### config.mk
export PLATFORM = sky130hd
export DESIGN_NAME = cacsp_top
export DESIGN_NICKNAME = d
export VERILOG_FILES = /design/src/verilog/cacsp_top.v /design/src/verilog/cacsp_shift.v
export VERILOG_INCLUDE_DIRS = /design/src /design/src/verilog
export SDC_FILE = /design/constraint.sdc
export NUM_CORES = 1
export LEC_CHECK = 0
export CAP_MARGIN = 10
export CORE_MARGIN = 5
export CORE_UTILIZATION = 40
export CTS_CLUSTER_DIAMETER = 40
export DETAILED_ROUTE_END_ITERATION = 6
export DONT_BUFFER_PORTS = 1
export PLACE_DENSITY = 0.63
export SLEW_MARGIN = 20
export SYNTH_ARGS = -nofsm -noshare
export SYNTH_HDL_FRONTEND = slang
export SYNTH_SLANG_ARGS = --single-unit
### constraint.sdc
create_clock -name clock -period 3.7 [get_ports clock]
set_input_delay 0.74 -clock clock [delete_from_list [all_inputs] [get_ports clock]]
set_output_delay 0.74 -clock clock [all_outputs]
set_load 0.1 [all_outputs]
### src/verilog/cacsp_consts.vh
// Constants for the calibration converter command and status port.
// Assumes a 100 MHz clock and a serial converter with a ready-low pin.
// Overview of operation
// [RQ1] A written command byte is shifted out serially to the converter.
// [RQ2] Go plus continuous-convert puts the converter into continuous conversion.
// [RQ3] In continuous mode the newest result is readable whenever busy reads 0.
// [RQ4] Host leaves continuous mode by issuing another command with go set.
// [RQ5] Status bit 2 shows overrange; cleared by an error-free conversion.
// [RQ6] Status bit 1 shows oscillation detect; cleared by an error-free conversion.
// [RQ7] Status bit 0 reads 1 while the converter works on its latest task.
// [RQ8] Busy reads 0 when a new command may be taken; host waits for it.
// [RQ9] Conversion data register returns the 16-bit serial result, read-only.
// [RQ10] Host reads conversion data only while busy is 0.
// [RQ11] Config high register keeps config bits 23-16; upper bits reserved.
// [RQ12] High and low config words form 24 bits moved to or from converter.
// [RQ13] Host touches config data only while busy is 0.
// [RQ14] Config low register holds the low sixteen config bits.
// [RQ15] Go plus single-convert runs one conversion with busy high until done.
// [RQ16] Command bit 4 picks read or write; bits 3-1 pick the target register.
// [RQ17] The go bit clears itself once the command has finished executing.
`ifndef CACSP_CONSTS_VH
`define CACSP_CONSTS_VH

// Window offsets
`define CACSP_OFS_COMMAND 8'h19
`define CACSP_OFS_STATE 8'h1a
`define CACSP_OFS_RESULT 8'h1b
`define CACSP_OFS_CFG_HIGH 8'h1c
`define CACSP_OFS_CFG_LOW 8'h1d

// Command byte fields
`define CACSP_CMD_GO 7
`define CACSP_CMD_SINGLE 6
`define CACSP_CMD_CONT 5
`define CACSP_CMD_READ 4
`define CACSP_CMD_SEL_HI 3
`define CACSP_CMD_SEL_LO 1
`define CACSP_CMD_PSAVE 0

// Status bit positions
`define CACSP_ST_BUSY 0
`define CACSP_ST_OSC 1
`define CACSP_ST_OVR 2

// Reset values
`define CACSP_RST_CMD 8'h00
`define CACSP_RST_CFG 24'h000000
`define CACSP_RST_RESULT 16'h0000

// Frame lengths in serial bits
`define CACSP_BITS_CMD 5'd8
`define CACSP_BITS_CFG 5'd24
`define CACSP_BITS_CONV 5'd18

// Serial clock half period
`define CACSP_HALF_NS 40
`define CACSP_CLK_NS 10
`define CACSP_HALF_CYC ((`CACSP_HALF_NS + `CACSP_CLK_NS - 1) / `CACSP_CLK_NS)

`endif

### src/verilog/cacsp_top.v
// Calibration converter command and status port behind the window registers.
// Assumes a serial converter that pulls ready low when a result is waiting.
`timescale 1ns/1ps
`include "cacsp_consts.vh"

module cacsp_top (
  input wire clock,
  input wire rst_n,
  input wire [7:0] win_addr,
  input wire win_wr,
  input wire win_rd,
  input wire [15:0] win_wdata,
  output reg [15:0] win_rdata_r,
  output wire adc_sclk,
  output wire adc_sdo,
  input wire adc_sdi,
  input wire adc_ready_n,
  output reg adc_cs_n_r
);

  localparam [2:0] S_IDLE = 3'd0;
  localparam [2:0] S_CMD = 3'd1;
  localparam [2:0] S_CFG = 3'd2;
  localparam [2:0] S_WAIT = 3'd3;
  localparam [2:0] S_CONV = 3'd4;

  // Sequencer state and host-visible registers
  reg [2:0] state_r;
  reg [7:0] cmd_r;
  reg [23:0] cfg_r;
  reg [15:0] result_r;
  reg ovr_r;
  reg osc_r;
  reg busy_r;
  reg cont_r;

  // Handshake to the shift engine
  reg start_r;
  reg [4:0] nbits_r;
  reg [23:0] tx_r;

  // Synchroniser stages for the converter pins
  reg sdi_m_r;
  reg sdi_s_r;
  reg rdy_m_r;
  reg rdy_s_r;

  // Shift engine results and decoded window strobes
  wire [23:0] rx;
  wire done;
  wire cmd_wr;
  wire cmd_take;
  wire cfg_hi_wr;
  wire cfg_lo_wr;

  // Does the window address match the given offset
  function hit;
    input [7:0] a;
    input [7:0] ofs;
    begin
      hit = (a == ofs);
    end
  endfunction

  // Window read multiplexer; write-only and unmapped offsets read zero
  function [15:0] read_mux;
    input [7:0] a;
    input [2:0] st;
    input [15:0] res;
    input [23:0] cfg;
    begin
      case (a)
        `CACSP_OFS_STATE: read_mux = {13'h0, st}; // [RQ5] [RQ6] [RQ7]
        `CACSP_OFS_RESULT: read_mux = res; // [RQ9]
        `CACSP_OFS_CFG_HIGH: read_mux = {8'h00, cfg[23:16]}; // [RQ11]
        `CACSP_OFS_CFG_LOW: read_mux = cfg[15:0]; // [RQ14]
        default: read_mux = 16'h0000;
      endcase
    end
  endfunction

  // Decoded window writes; a command without go is dropped here
  assign cmd_wr = win_wr && hit(win_addr, `CACSP_OFS_COMMAND) && win_wdata[`CACSP_CMD_GO];
  assign cfg_hi_wr = win_wr && hit(win_addr, `CACSP_OFS_CFG_HIGH);
  assign cfg_lo_wr = win_wr && hit(win_addr, `CACSP_OFS_CFG_LOW);

  // Commands are taken only in idle or while a single or continuous conversion waits for ready
  assign cmd_take = cmd_wr && (state_r == S_IDLE || state_r == S_WAIT); // [RQ8] [RQ4]

  // Two-stage synchronisers for converter pins
  always @(posedge clock) begin
    if (!rst_n) begin
      sdi_m_r <= 1'b0;
      sdi_s_r <= 1'b0;
      rdy_m_r <= 1'b1;
      rdy_s_r <= 1'b1;
    end else begin
      sdi_m_r <= adc_sdi;
      sdi_s_r <= sdi_m_r;
      rdy_m_r <= adc_ready_n;
      rdy_s_r <= rdy_m_r;
    end
  end

  cacsp_shift u_shift (
    .clock(clock),
    .rst_n(rst_n),
    .start(start_r),
    .nbits(nbits_r),
    .tx(tx_r),
    .sdi_s(sdi_s_r),
    .sclk_r(adc_sclk),
    .sdo_r(adc_sdo),
    .rx(rx),
    .done_r(done)
  );

  // Command sequencer
  always @(posedge clock) begin
    if (!rst_n) begin
      state_r <= S_IDLE;
      cmd_r <= `CACSP_RST_CMD;
      cfg_r <= `CACSP_RST_CFG;
      result_r <= `CACSP_RST_RESULT;
      ovr_r <= 1'b0;
      osc_r <= 1'b0;
      busy_r <= 1'b0;
      cont_r <= 1'b0;
      start_r <= 1'b0;
      nbits_r <= 5'd0;
      tx_r <= 24'h000000;
      adc_cs_n_r <= 1'b1;
    end else begin
      start_r <= 1'b0;
      // Host config writes; only legal while busy is 0
      if (cfg_hi_wr) begin
        cfg_r[23:16] <= win_wdata[7:0]; // [RQ11] [RQ13]
      end
      if (cfg_lo_wr) begin
        cfg_r[15:0] <= win_wdata; // [RQ14] [RQ13]
      end
      if (cmd_take) begin
        // New command; in continuous mode it ends that mode
        cmd_r <= win_wdata[7:0];
        cont_r <= 1'b0; // [RQ4]
        busy_r <= 1'b1; // [RQ7] [RQ8]
        tx_r <= {16'h0000, win_wdata[7:0]};
        nbits_r <= `CACSP_BITS_CMD;
        start_r <= 1'b1; // [RQ1]
        adc_cs_n_r <= 1'b0;
        state_r <= S_CMD;
      end else begin
        case (state_r)
          S_IDLE: begin
            adc_cs_n_r <= 1'b1;
          end
          S_CMD: begin
            if (done) begin
              if (cmd_r[`CACSP_CMD_CONT]) begin
                cont_r <= 1'b1; // [RQ2]
                busy_r <= 1'b1;
                state_r <= S_WAIT;
              end else if (cmd_r[`CACSP_CMD_SINGLE]) begin
                state_r <= S_WAIT; // [RQ15]
              end else begin
                // Register access: bit 4 reads, selector travels in the byte
                tx_r <= cfg_r; // [RQ12] [RQ16]
                nbits_r <= `CACSP_BITS_CFG;
                start_r <= 1'b1;
                state_r <= S_CFG;
              end
            end
          end
          S_CFG: begin
            if (done) begin
              if (cmd_r[`CACSP_CMD_READ]) begin
                cfg_r <= rx; // [RQ12] [RQ16]
              end
              cmd_r[`CACSP_CMD_GO] <= 1'b0; // [RQ17]
              busy_r <= 1'b0; // [RQ8]
              state_r <= S_IDLE;
            end
          end
          S_WAIT: begin
            if (!rdy_s_r) begin
              busy_r <= 1'b1; // [RQ7]
              tx_r <= 24'h000000;
              nbits_r <= `CACSP_BITS_CONV;
              start_r <= 1'b1;
              state_r <= S_CONV;
            end
          end
          S_CONV: begin
            if (done) begin
              // Frame is 16 data bits then overrange then oscillation
              result_r <= rx[17:2]; // [RQ9]
              ovr_r <= rx[1]; // [RQ5]
              osc_r <= rx[0]; // [RQ6]
              busy_r <= 1'b0; // [RQ3] [RQ8]
              if (cont_r) begin
                state_r <= S_WAIT; // [RQ3]
              end else begin
                cmd_r[`CACSP_CMD_GO] <= 1'b0; // [RQ17]
                state_r <= S_IDLE;
              end
            end
          end
          default: begin
            state_r <= S_IDLE;
          end
        endcase
      end
    end
  end

  // Registered read port; data stand until the next read
  always @(posedge clock) begin
    if (!rst_n) begin
      win_rdata_r <= 16'h0000;
    end else if (win_rd) begin
      win_rdata_r <= read_mux(win_addr, {ovr_r, osc_r, busy_r}, result_r, cfg_r);
    end
  end

endmodule // cacsp_top

### src/verilog/cacsp_shift.v
// Serial shift engine: moves up to 24 bits MSB first on a divided clock.
// Assumes sdi_s is already synchronised to clock.
`timescale 1ns/1ps
`include "cacsp_consts.vh"

module cacsp_shift (
  input wire clock,
  input wire rst_n,
  input wire start,
  input wire [4:0] nbits,
  input wire [23:0] tx,
  input wire sdi_s,
  output reg sclk_r,
  output reg sdo_r,
  output wire [23:0] rx,
  output reg done_r
);

  localparam integer HALF_CYC = `CACSP_HALF_CYC;
  localparam [3:0] HALF = HALF_CYC[3:0];

  reg [23:0] shreg_r;
  reg [4:0] cnt_r;
  reg [3:0] div_r;
  reg active_r;

  assign rx = shreg_r;

  // Drive data while low, sample on the end of the high phase
  always @(posedge clock) begin
    if (!rst_n) begin
      shreg_r <= 24'h000000;
      cnt_r <= 5'd0;
      div_r <= 4'h0;
      active_r <= 1'b0;
      sclk_r <= 1'b0;
      sdo_r <= 1'b0;
      done_r <= 1'b0;
    end else begin
      done_r <= 1'b0;
      if (start && !active_r) begin
        shreg_r <= tx << (5'd24 - nbits);
        sdo_r <= 1'b0;
        cnt_r <= nbits;
        div_r <= 4'h0;
        active_r <= 1'b1;
        sclk_r <= 1'b0;
      end else if (active_r) begin
        if (div_r == 4'h0 && !sclk_r) begin
          sdo_r <= shreg_r[23];
        end
        if (div_r == HALF - 4'h1) begin
          div_r <= 4'h0;
          sclk_r <= ~sclk_r;
          if (sclk_r) begin
            shreg_r <= {shreg_r[22:0], sdi_s};
            cnt_r <= cnt_r - 5'd1;
            if (cnt_r == 5'd1) begin
              active_r <= 1'b0;
              done_r <= 1'b1;
            end
          end
        end else begin
          div_r <= div_r + 4'h1;
        end
      end
    end
  end

endmodule // cacsp_shift

==> results of run 1 <==
-- final cells by class --
cell class              count  area [um^2]  share of cell area [%]
clock buffers              26          509                    7.07
inverters                  15         56.3                   0.782
multi-input cells         544         3430                    47.6
flip-flops and latches    136         2720                    37.8
clock inverters             6          159                    2.21
well taps                 216          270                    3.75
repair buffers              8         60.1                   0.834
-- final timing paths --
path	depth (start not counted)	to	slack (ps)
worst max-delay path	5	u_shift.rx[22]	1270
worst min-delay path	1	rdy_m_r	380
worst max register to register	5	u_shift.rx[22]	1270
worst min register to register	1	rdy_s_r	410
-- critical path: stages, from the launching register on --
cell and delay, ps:
dfxtp_1 330, ha_1 880, buf_4 280, mux4_2 510, a21oi_1 190, o22ai_1 90
-- sequential cells by signal (all words and copies together) (netlist names), 3 cells and up --
signal and flops:
cfg_r 24, cmd_r 3, nbits_r 3, result_r 16, state_r 3, tx_r 24
u_shift.cnt_r 5, u_shift.div_r 4, u_shift.rx 24, win_rdata_r 16
-- power by group --
group	total [W]	internal [W]	switching, W
Combinational	0.0000431	0.0000171	0.0000260
Clock	0.00192	0.00129	0.000631
Sequential	0.00147	0.00147	0.00000207
Total	0.00343	0.00277	0.000659
-- metrics by stage --
step	std cells	util, %	setup slack, ps	total power (W)	instance area (um^2)
after global routing	951	45.4	998	0.00351	7200
after floorplan	753	-	1730	0.00155	6500
after global placement	919	41.1	1300	0.00154	6530
final	951	45.4	1270	0.00343	7200
after detailed placement	919	41.1	1280	0.00154	6530
after CTS	951	45.3	1270	0.00346	7200
-- synthesized netlist by cell type, drive strengths merged, types with 15 or more instances --
master | n | area [um^2]
nand3 | 26 | 135
clkbuf | 26 | 98.8
nor2 | 28 | 124
o21ai | 66 | 334
a22oi | 19 | 143
dfxtp | 136 | 2720
inv | 15 | 56.3
buf | 32 | 194
a21oi | 58 | 290
mux2i | 46 | 460
a21boi | 24 | 180
o22ai | 16 | 100
nor2b | 29 | 181
nand2 | 116 | 448
-- cell families after synthesis --
kind of cell,share of synthesized area [%]
flip-flops,41.9
AO/OA/AOI/OAI,21.1
adder cells (fa/ha/maj),0.963
XOR/XNOR,1.48
AND/OR/NAND/NOR,20.3
multiplexers,8.82
buffers and inverters,5.37
-- per-layer routing --
metal	routed length, um	vias to the layer above
met1	8280	2652
met2	8780	190
li1	-	2617
met4	336	0
met5	0	-
met3	1200	27
==> flow_metrics.env, run 1 <==
export IMPL_status="finished clean"
export IMPL_drv_cap=0
export IMPL_synth_edf_count=0
export IMPL_die_y_um=137
export IMPL_hp_class="input pin to flop"
export IMPL_finalCritPeriodShare_pct=65.6
export IMPL_final_max_slew_violation_count=0
export IMPL_synthArstFlopShare_pct=0
export IMPL_gr_usage_met2_pct=32.6
export IMPL_finalWirelength_mm=18.6
export IMPL_antenna_found_initial=0
export IMPL_hpwl_mm=12.9
export IMPL_cts_buffers=17
export IMPL_vias=5486
export IMPL_cts_num_sinks=136
export IMPL_required_ps=3990
export IMPL_dieWidth_um=137
export IMPL_final_cell_mix="dfxtp_1 (136), nand2_1 (113), o21ai_0 (61), a21oi_1 (58), mux2i_1 (46)"
export IMPL_clock_fmax_mhz=412
export IMPL_vdd_drop_max_v=0.000340
export IMPL_clk_latency_ps=430
export IMPL_grt_busiest_layer="met2"
export IMPL_htree_levels=4
export IMPL_first_pass_iters=5
export IMPL_clkTransAtPathRegs_ps=60
export IMPL_cts_hold_buf=0
export IMPL_grt_use_total_pct=20.4
export IMPL_leakagePower_nw=2.49
export IMPL_setup_violations=0
export IMPL_grtUsageMet1_pct=27.1
export IMPL_fin_tns_setup_ps=0
export IMPL_synth_ff_type="dfxtp_1"
export IMPL_gp_congestion=0.893
export IMPL_synth_nets=788
export IMPL_io_pins=49
export IMPL_antenna_cells=0
export IMPL_ys_warn_count=0
export IMPL_grt_max_degree=87
export IMPL_first_global_vias=5290
export IMPL_ys_seq_area_share_pct=41.9
export IMPL_endpoint_kind="flop"
export IMPL_grt_met3_usage_pct=4.42
export IMPL_startpoint_type="flop"
export IMPL_hold_start="rst_n"
export IMPL_rsz0062_at_grt="no"
export IMPL_clock_path_buffers=2
export IMPL_postCtsSetupRepairBufs=0
export IMPL_design_die_area_um2=18900
export IMPL_drive_gt1_share_pct=7.76
export IMPL_cellPowerDensity_nw_per_um2=476
export IMPL_fin_skew_ps=10.2
export IMPL_synth_distinct_cells=60
export IMPL_vias_per_cell=5.77
export IMPL_syn_instance_count=753
export IMPL_postSynthAreaPerCell_um2=8.63
export IMPL_critPathKind="flop to flop"
export IMPL_gr_total_overflow=0
export IMPL_layout_min_cycle_time_ps=2430
export IMPL_synthToLayoutAreaGrowth_pct=10.9
export IMPL_cp_arrival_ps=2720
export IMPL_tightest_slew_ps=1090
export IMPL_ant_nets=0
export IMPL_fillers=1544
export IMPL_relSlewSlack_pct=27.6
export IMPL_cp_max_fo=24
export IMPL_detail_route_wl_per_cell_um=19.5
export IMPL_port_buffers=0
export IMPL_rows=46
export IMPL_initial_core_util_pct=40.9
export IMPL_final_net_count=757
export IMPL_synth_seq_cells=136
export IMPL_fin_hold_ws_ps=385
export IMPL_layout_cells_most_common="dfxtp_1"
export IMPL_root_buffer="clkbuf_16"
export IMPL_drc=0
export IMPL_grt_pass1_wl_mm=29.5
export IMPL_rr_startpoint="nbits_r[3]"
export IMPL_startpoint="nbits_r[3]"
export IMPL_hold_viol_final=0
export IMPL_drtIter0Drc=491
export IMPL_ctsResizeCount=0
export IMPL_cts_tree="done"
export IMPL_synthesis_area_um2=6500
export IMPL_core_area_um2=15900
(Power assumes the default switching activity.)
==> inputs of run 2 (changes only) <==
--- a/config.mk
+++ b/config.mk
@@ -12,7 +12,7 @@
 export CTS_CLUSTER_DIAMETER = 40
 export DETAILED_ROUTE_END_ITERATION = 6
 export DONT_BUFFER_PORTS = 1
-export PLACE_DENSITY = 0.63
+export PLACE_DENSITY = 0.65
 export SLEW_MARGIN = 20
 export SYNTH_ARGS = -nofsm -noshare
 export SYNTH_HDL_FRONTEND = slang
==> constraint.sdc (replaced) <==
create_clock -name clock -period 2.2 [get_ports clock]
set_input_delay 0.44 -clock clock [delete_from_list [all_inputs] [get_ports clock]]
set_output_delay 0.44 -clock clock [all_outputs]
set_load 0.1 [all_outputs]
==> flow_metrics.env, run 2 (synthesized netlist as in run 1, its figures left out) <==
export IMPL_grt_pass1_wl_mm=28.3
export IMPL_clock_fmax_mhz=500
export IMPL_vias=5493
export IMPL_r2r_cells=6
export IMPL_crit_path_top_delay_cell="nor2_1"
export IMPL_layout_min_cycle_time_ps=2000
export IMPL_rows=46
export IMPL_root_buffer="clkbuf_16"
export IMPL_vdd_drop_max_v=0.000600
export IMPL_final_cell_mix="dfxtp_1 (136), nand2_1 (113), o21ai_0 (61), a21oi_1 (58)"
export IMPL_hold_viol_final=0
export IMPL_finalWirelength_mm=17.6
export IMPL_grt_max_degree=87
export IMPL_cts_buffers=17
export IMPL_crit_family="simple AND/OR/NAND/NOR gates"
export IMPL_antenna_cells=0
export IMPL_first_global_vias=5119
export IMPL_fin_skew_ps=8.30
export IMPL_cts_hold_buf=0
export IMPL_drtIter0Drc=407
export IMPL_setup_violations=0
export IMPL_rsz0062_at_grt="no"
export IMPL_ctsResizeCount=0
export IMPL_clk_latency_ps=420
export IMPL_postCtsSetupRepairBufs=0
export IMPL_leakagePower_nw=2.66
export IMPL_startpoint_type="flop"
export IMPL_hp_class="input pin to flop"
export IMPL_reg2reg_slack_ps=200
export IMPL_hpwl_mm=12.1
export IMPL_tightest_slew_ps=1040
export IMPL_io_pins=49
export IMPL_port_buffers=0
export IMPL_relSlewSlack_pct=30.4
export IMPL_critPathBufInv=0
export IMPL_cp_max_fo=15
export IMPL_pre_cts_slack_ps=269
export IMPL_drv_cap=0
export IMPL_final_max_slew_violation_count=0
export IMPL_initial_core_util_pct=40.9
export IMPL_critPathKind="flop to flop"
export IMPL_fin_tns_setup_ps=0
export IMPL_die_y_um=137
export IMPL_synthToLayoutAreaGrowth_pct=14.3
export IMPL_cp_arrival_ps=2370
export IMPL_fin_ws_ps=199
export IMPL_clock_path_buffers=2
export IMPL_gp_congestion=0.893
export IMPL_antenna_found_initial=0
export IMPL_htree_levels=4
export IMPL_core_area_um2=15900
export IMPL_gr_total_overflow=0
export IMPL_vias_per_cell=5.56
export IMPL_clkTransAtPathRegs_ps=60
export IMPL_layout_cells_most_common="dfxtp_1"
export IMPL_hold_start="rst_n"
export IMPL_cts_num_sinks=136
export IMPL_drc=0
export IMPL_finalPower_w=0.00547
export IMPL_hold_end="rdy_s_r"
export IMPL_detail_route_wl_per_cell_um=17.8
export IMPL_dieWidth_um=137
export IMPL_first_pass_iters=7
export IMPL_reg2reg_to="u_shift.rx[7]"
export IMPL_rr_startpoint="nbits_r[3]"
export IMPL_place_inst=957
export IMPL_final_net_count=795
export IMPL_drive_gt1_share_pct=12.2
export IMPL_path_cells="ha_1 -> xnor2_1 -> nor2_1 -> a32oi_1 -> nand2_1 -> o211a_1"
export IMPL_slowest_delay_ps=790
export IMPL_required_ps=2570
export IMPL_grt_use_total_pct=19.3
export IMPL_stdcell_count=988
export IMPL_design_die_area_um2=18900
export IMPL_endpoint_kind="flop"
export IMPL_finalCritPeriodShare_pct=90.9
export IMPL_final_core_util_pct=46.8
export IMPL_ant_nets=0
export IMPL_status="finished clean"
export IMPL_cellPowerDensity_nw_per_um2=737
export IMPL_cts_tree="done"
export IMPL_holdPathStages=1
==> run 2: cell types whose count changed in the layout (fill, tap and decap cells not counted) <==
cell	change
buf_4	+38
bufinv_16	-2
clkbuf_1	-1
clkbuf_8	-1
clkinv_2	+2
clkinvlp_4	+1
nor2_1	+1
nor2_2	-1
==> run 2: metal layers <==
layer	vias to the layer above	wire, um	GRT usage (%)
met5	-	0	0
met4	0	365	6.98
met3	25	1030	4.16
met2	154	8120	30.2
met1	2606	8070	26.2
li1	2708	-	-
==> run 2: final cells by class <==
| type | count | area [um^2] |
|---|---|---|
| clock inverter | 7 | 116 |
| sequential | 136 | 2720 |
| multi-input combinational | 544 | 3420 |
| tap | 216 | 270 |
| timing repair buffer | 46 | 345 |
| fill | 1540 | 8460 |
| clock buffer | 24 | 492 |
| inverter | 15 | 56.3 |
==> run 2: how the worst max path moves through the flow <==
stage	from	to	slack (ps)	cells past startpoint
3_3_place_gp	nbits_r[1]	u_shift.rx[7]	280	6
2_1_floorplan	u_shift.sclk_r	u_shift.rx[10]	290	4
6_report	nbits_r[3]	u_shift.rx[7]	200	6
4_1_cts	nbits_r[3]	u_shift.rx[7]	250	6
5_1_grt	nbits_r[3]	u_shift.rx[7]	70	6
3_5_place_dp	nbits_r[3]	u_shift.rx[7]	270	6
==> run 2: through the flow <==
| step | hold WS, ps | area, um^2 |
|---|---|---|
| global route | 92.0 | 7430 |
| global placement | 397 | 6820 |
| detailed placement | 400 | 6820 |
| floorplan | 386 | 6500 |
| finish | 102 | 7430 |
| CTS | 92.9 | 7430 |
==> run 2: report_power, final <==
group	leakage (nW)	switching, W	internal (W)
combinational	1.27	0.0000428	0.0000303
clock	0.296	0.00103	0.00190
sequential	1.10	0.00000343	0.00247
==> run 2: worst register-to-register path: stages, from the launching register on <==
cell     delay (ps)
dfxtp_1         330
ha_1            220
xnor2_1         140
nor2_1          790
a32oi_1         230
nand2_1         120
o211a_1         140
==> inputs of run 3 (changes only) <==
--- a/config.mk
+++ b/config.mk
@@ -12,6 +12,7 @@
 export CTS_CLUSTER_DIAMETER = 40
 export DETAILED_ROUTE_END_ITERATION = 6
 export DONT_BUFFER_PORTS = 1
+export MAX_ROUTING_LAYER = met4
 export PLACE_DENSITY = 0.65
 export SLEW_MARGIN = 20
 export SYNTH_ARGS = -nofsm -noshare
==> flow_metrics.env, run 3 (synthesized netlist as in run 1, its figures left out) <==
export IMPL_synthToLayoutAreaGrowth_pct=14.6
export IMPL_first_pass_iters=6
export IMPL_design_die_area_um2=18900
export IMPL_root_buffer="clkbuf_16"
export IMPL_gr_total_overflow=0
export IMPL_cp_max_fo=11
export IMPL_fin_skew_ps=9.36
export IMPL_detail_route_wl_per_cell_um=17.7
export IMPL_critPathKind="flop to flop"
export IMPL_layout_cells_most_common="dfxtp_1"
export IMPL_ctsResizeCount=0
export IMPL_stdcell_count=988
export IMPL_critPathBufInv=1
export IMPL_leakagePower_nw=2.67
export IMPL_clock_path_buffers=2
export IMPL_grt_use_total_pct=20.3
export IMPL_first_global_vias=5262
export IMPL_die_y_um=137
export IMPL_clkTransAtPathRegs_ps=60
export IMPL_port_buffers=0
export IMPL_rsz0062_at_grt="no"
export IMPL_finalCritPeriodShare_pct=93.1
export IMPL_cts_hold_buf=0
export IMPL_clock_fmax_mhz=488
export IMPL_vdd_drop_max_v=0.000603
export IMPL_initial_core_util_pct=40.9
export IMPL_htree_levels=4
export IMPL_dieWidth_um=137
export IMPL_antenna_cells=0
export IMPL_final_net_count=794
export IMPL_grt_pass1_wl_mm=29.0
export IMPL_dpl_cell_area_um2=6820
export IMPL_tightest_slew_ps=1000
export IMPL_fin_tns_setup_ps=0
export IMPL_grt_max_degree=87
export IMPL_gp_congestion=0.878
export IMPL_postCtsSetupRepairBufs=0
export IMPL_crit_family="simple AND/OR/NAND/NOR gates"
export IMPL_drv_cap=0
export IMPL_startpoint_type="flop"
export IMPL_final_area_um2=7440
export IMPL_finalPower_w=0.00551
export IMPL_hpwl_mm=12.1
export IMPL_multi_input_comb_area_um2=3420
export IMPL_cts_num_sinks=136
export IMPL_register_area_um2=2720
export IMPL_hp_class="input pin to flop"
export IMPL_slowest_delay_ps=510
export IMPL_clk_latency_ps=430
export IMPL_vias_per_cell=5.56
export IMPL_cts_tree="done"
export IMPL_endpoint_kind="flop"
export IMPL_fillers=1561
export IMPL_place_inst=956
export IMPL_drive_gt1_share_pct=12.6
export IMPL_final_cell_mix="dfxtp_1 (136), nand2_1 (113), o21ai_0 (61), a21oi_1 (58), mux2i_1 (46)"
export IMPL_cp_arrival_ps=2410
export IMPL_io_pins=49
export IMPL_path_cells="ha_1 -> buf_4 -> nand2b_1 -> nor3_1 -> a222oi_1 -> a21oi_1"
export IMPL_crit_path_top_delay_cell="nor3_1"
export IMPL_final_max_slew_violation_count=0
export IMPL_hold_viol_final=0
export IMPL_status="finished clean"
export IMPL_drc=0
export IMPL_finalWirelength_mm=17.5
export IMPL_setup_violations=0
export IMPL_vias=5492
export IMPL_layout_min_cycle_time_ps=2050
export IMPL_rows=46
export IMPL_required_ps=2560
export IMPL_cellPowerDensity_nw_per_um2=739
export IMPL_relSlewSlack_pct=33.1
export IMPL_ant_nets=0
export IMPL_drtIter0Drc=374
export IMPL_core_area_um2=15900
export IMPL_antenna_found_initial=0
export IMPL_cts_buffers=17
-- run 3: changes by cell type in the layout (fill, tap and decap cells not counted), sizes merged --
cell | previous run | this run
clkinvlp | 1 | 2
buf | 46 | 45
inv | 15 | 18
clkbuf | 24 | 19
clkinv | 3 | 5
-- run 3: final cells by class --
class	count	area share (%)
well taps	216	3.63
inverters	15	0.756
flip-flops and latches	136	36.6
repair buffers	45	4.71
clock buffers	19	6.08
clock inverters	13	2.25
multi-input cells	544	46.0
-- run 3: per-stage QoR --
step / utilization (%) / worst slack [ps] / hold WS [ps]
floorplan: - / 295 / 386
global route: 46.9 / 11.4 / 79.0
detailed placement: 43.0 / 243 / 398
finish: 46.9 / 152 / 87.7
global placement: 43.0 / 253 / 395
CTS: 46.9 / 229 / 74.2
-- run 3: power breakdown --
group	internal, W	leakage (nW)	switching (W)
Combinational	0.0000305	1.27	0.0000434
Sequential	0.00247	1.10	0.00000350
Clock	0.00185	0.300	0.00111
-- run 3: worst reg2reg max path, stage by stage, from the launching register on --
cell and delay (ps):
dfxtp_1 320, ha_1 480, buf_4 230, nand2b_1 80
nor3_1 510, a222oi_1 170, a21oi_1 200
-- run 3: routing by layer --
| layer | vias to the layer above | wire, um | GRT usage, % |
|---|---|---|---|
| met3 | 37 | 1050 | 4.93 |
| met1 | 2595 | 8120 | 26.7 |
| met4 | 0 | 386 | 6.76 |
| li1 | 2697 | - | - |
| met5 | - | 0 | - |
| met2 | 163 | 7910 | 30.8 |
-- run 3: path summary, 6_finish.rpt --
kind / start / to / slack (ps) / cells after the start
setup / recovery: nbits_r[3] / u_shift.rx[16] / 150 / 6
hold / removal: rst_n / rdy_m_r / 90 / 1
setup reg to reg: nbits_r[3] / u_shift.rx[16] / 150 / 6
hold reg to reg: rdy_m_r / rdy_s_r / 410 / 1
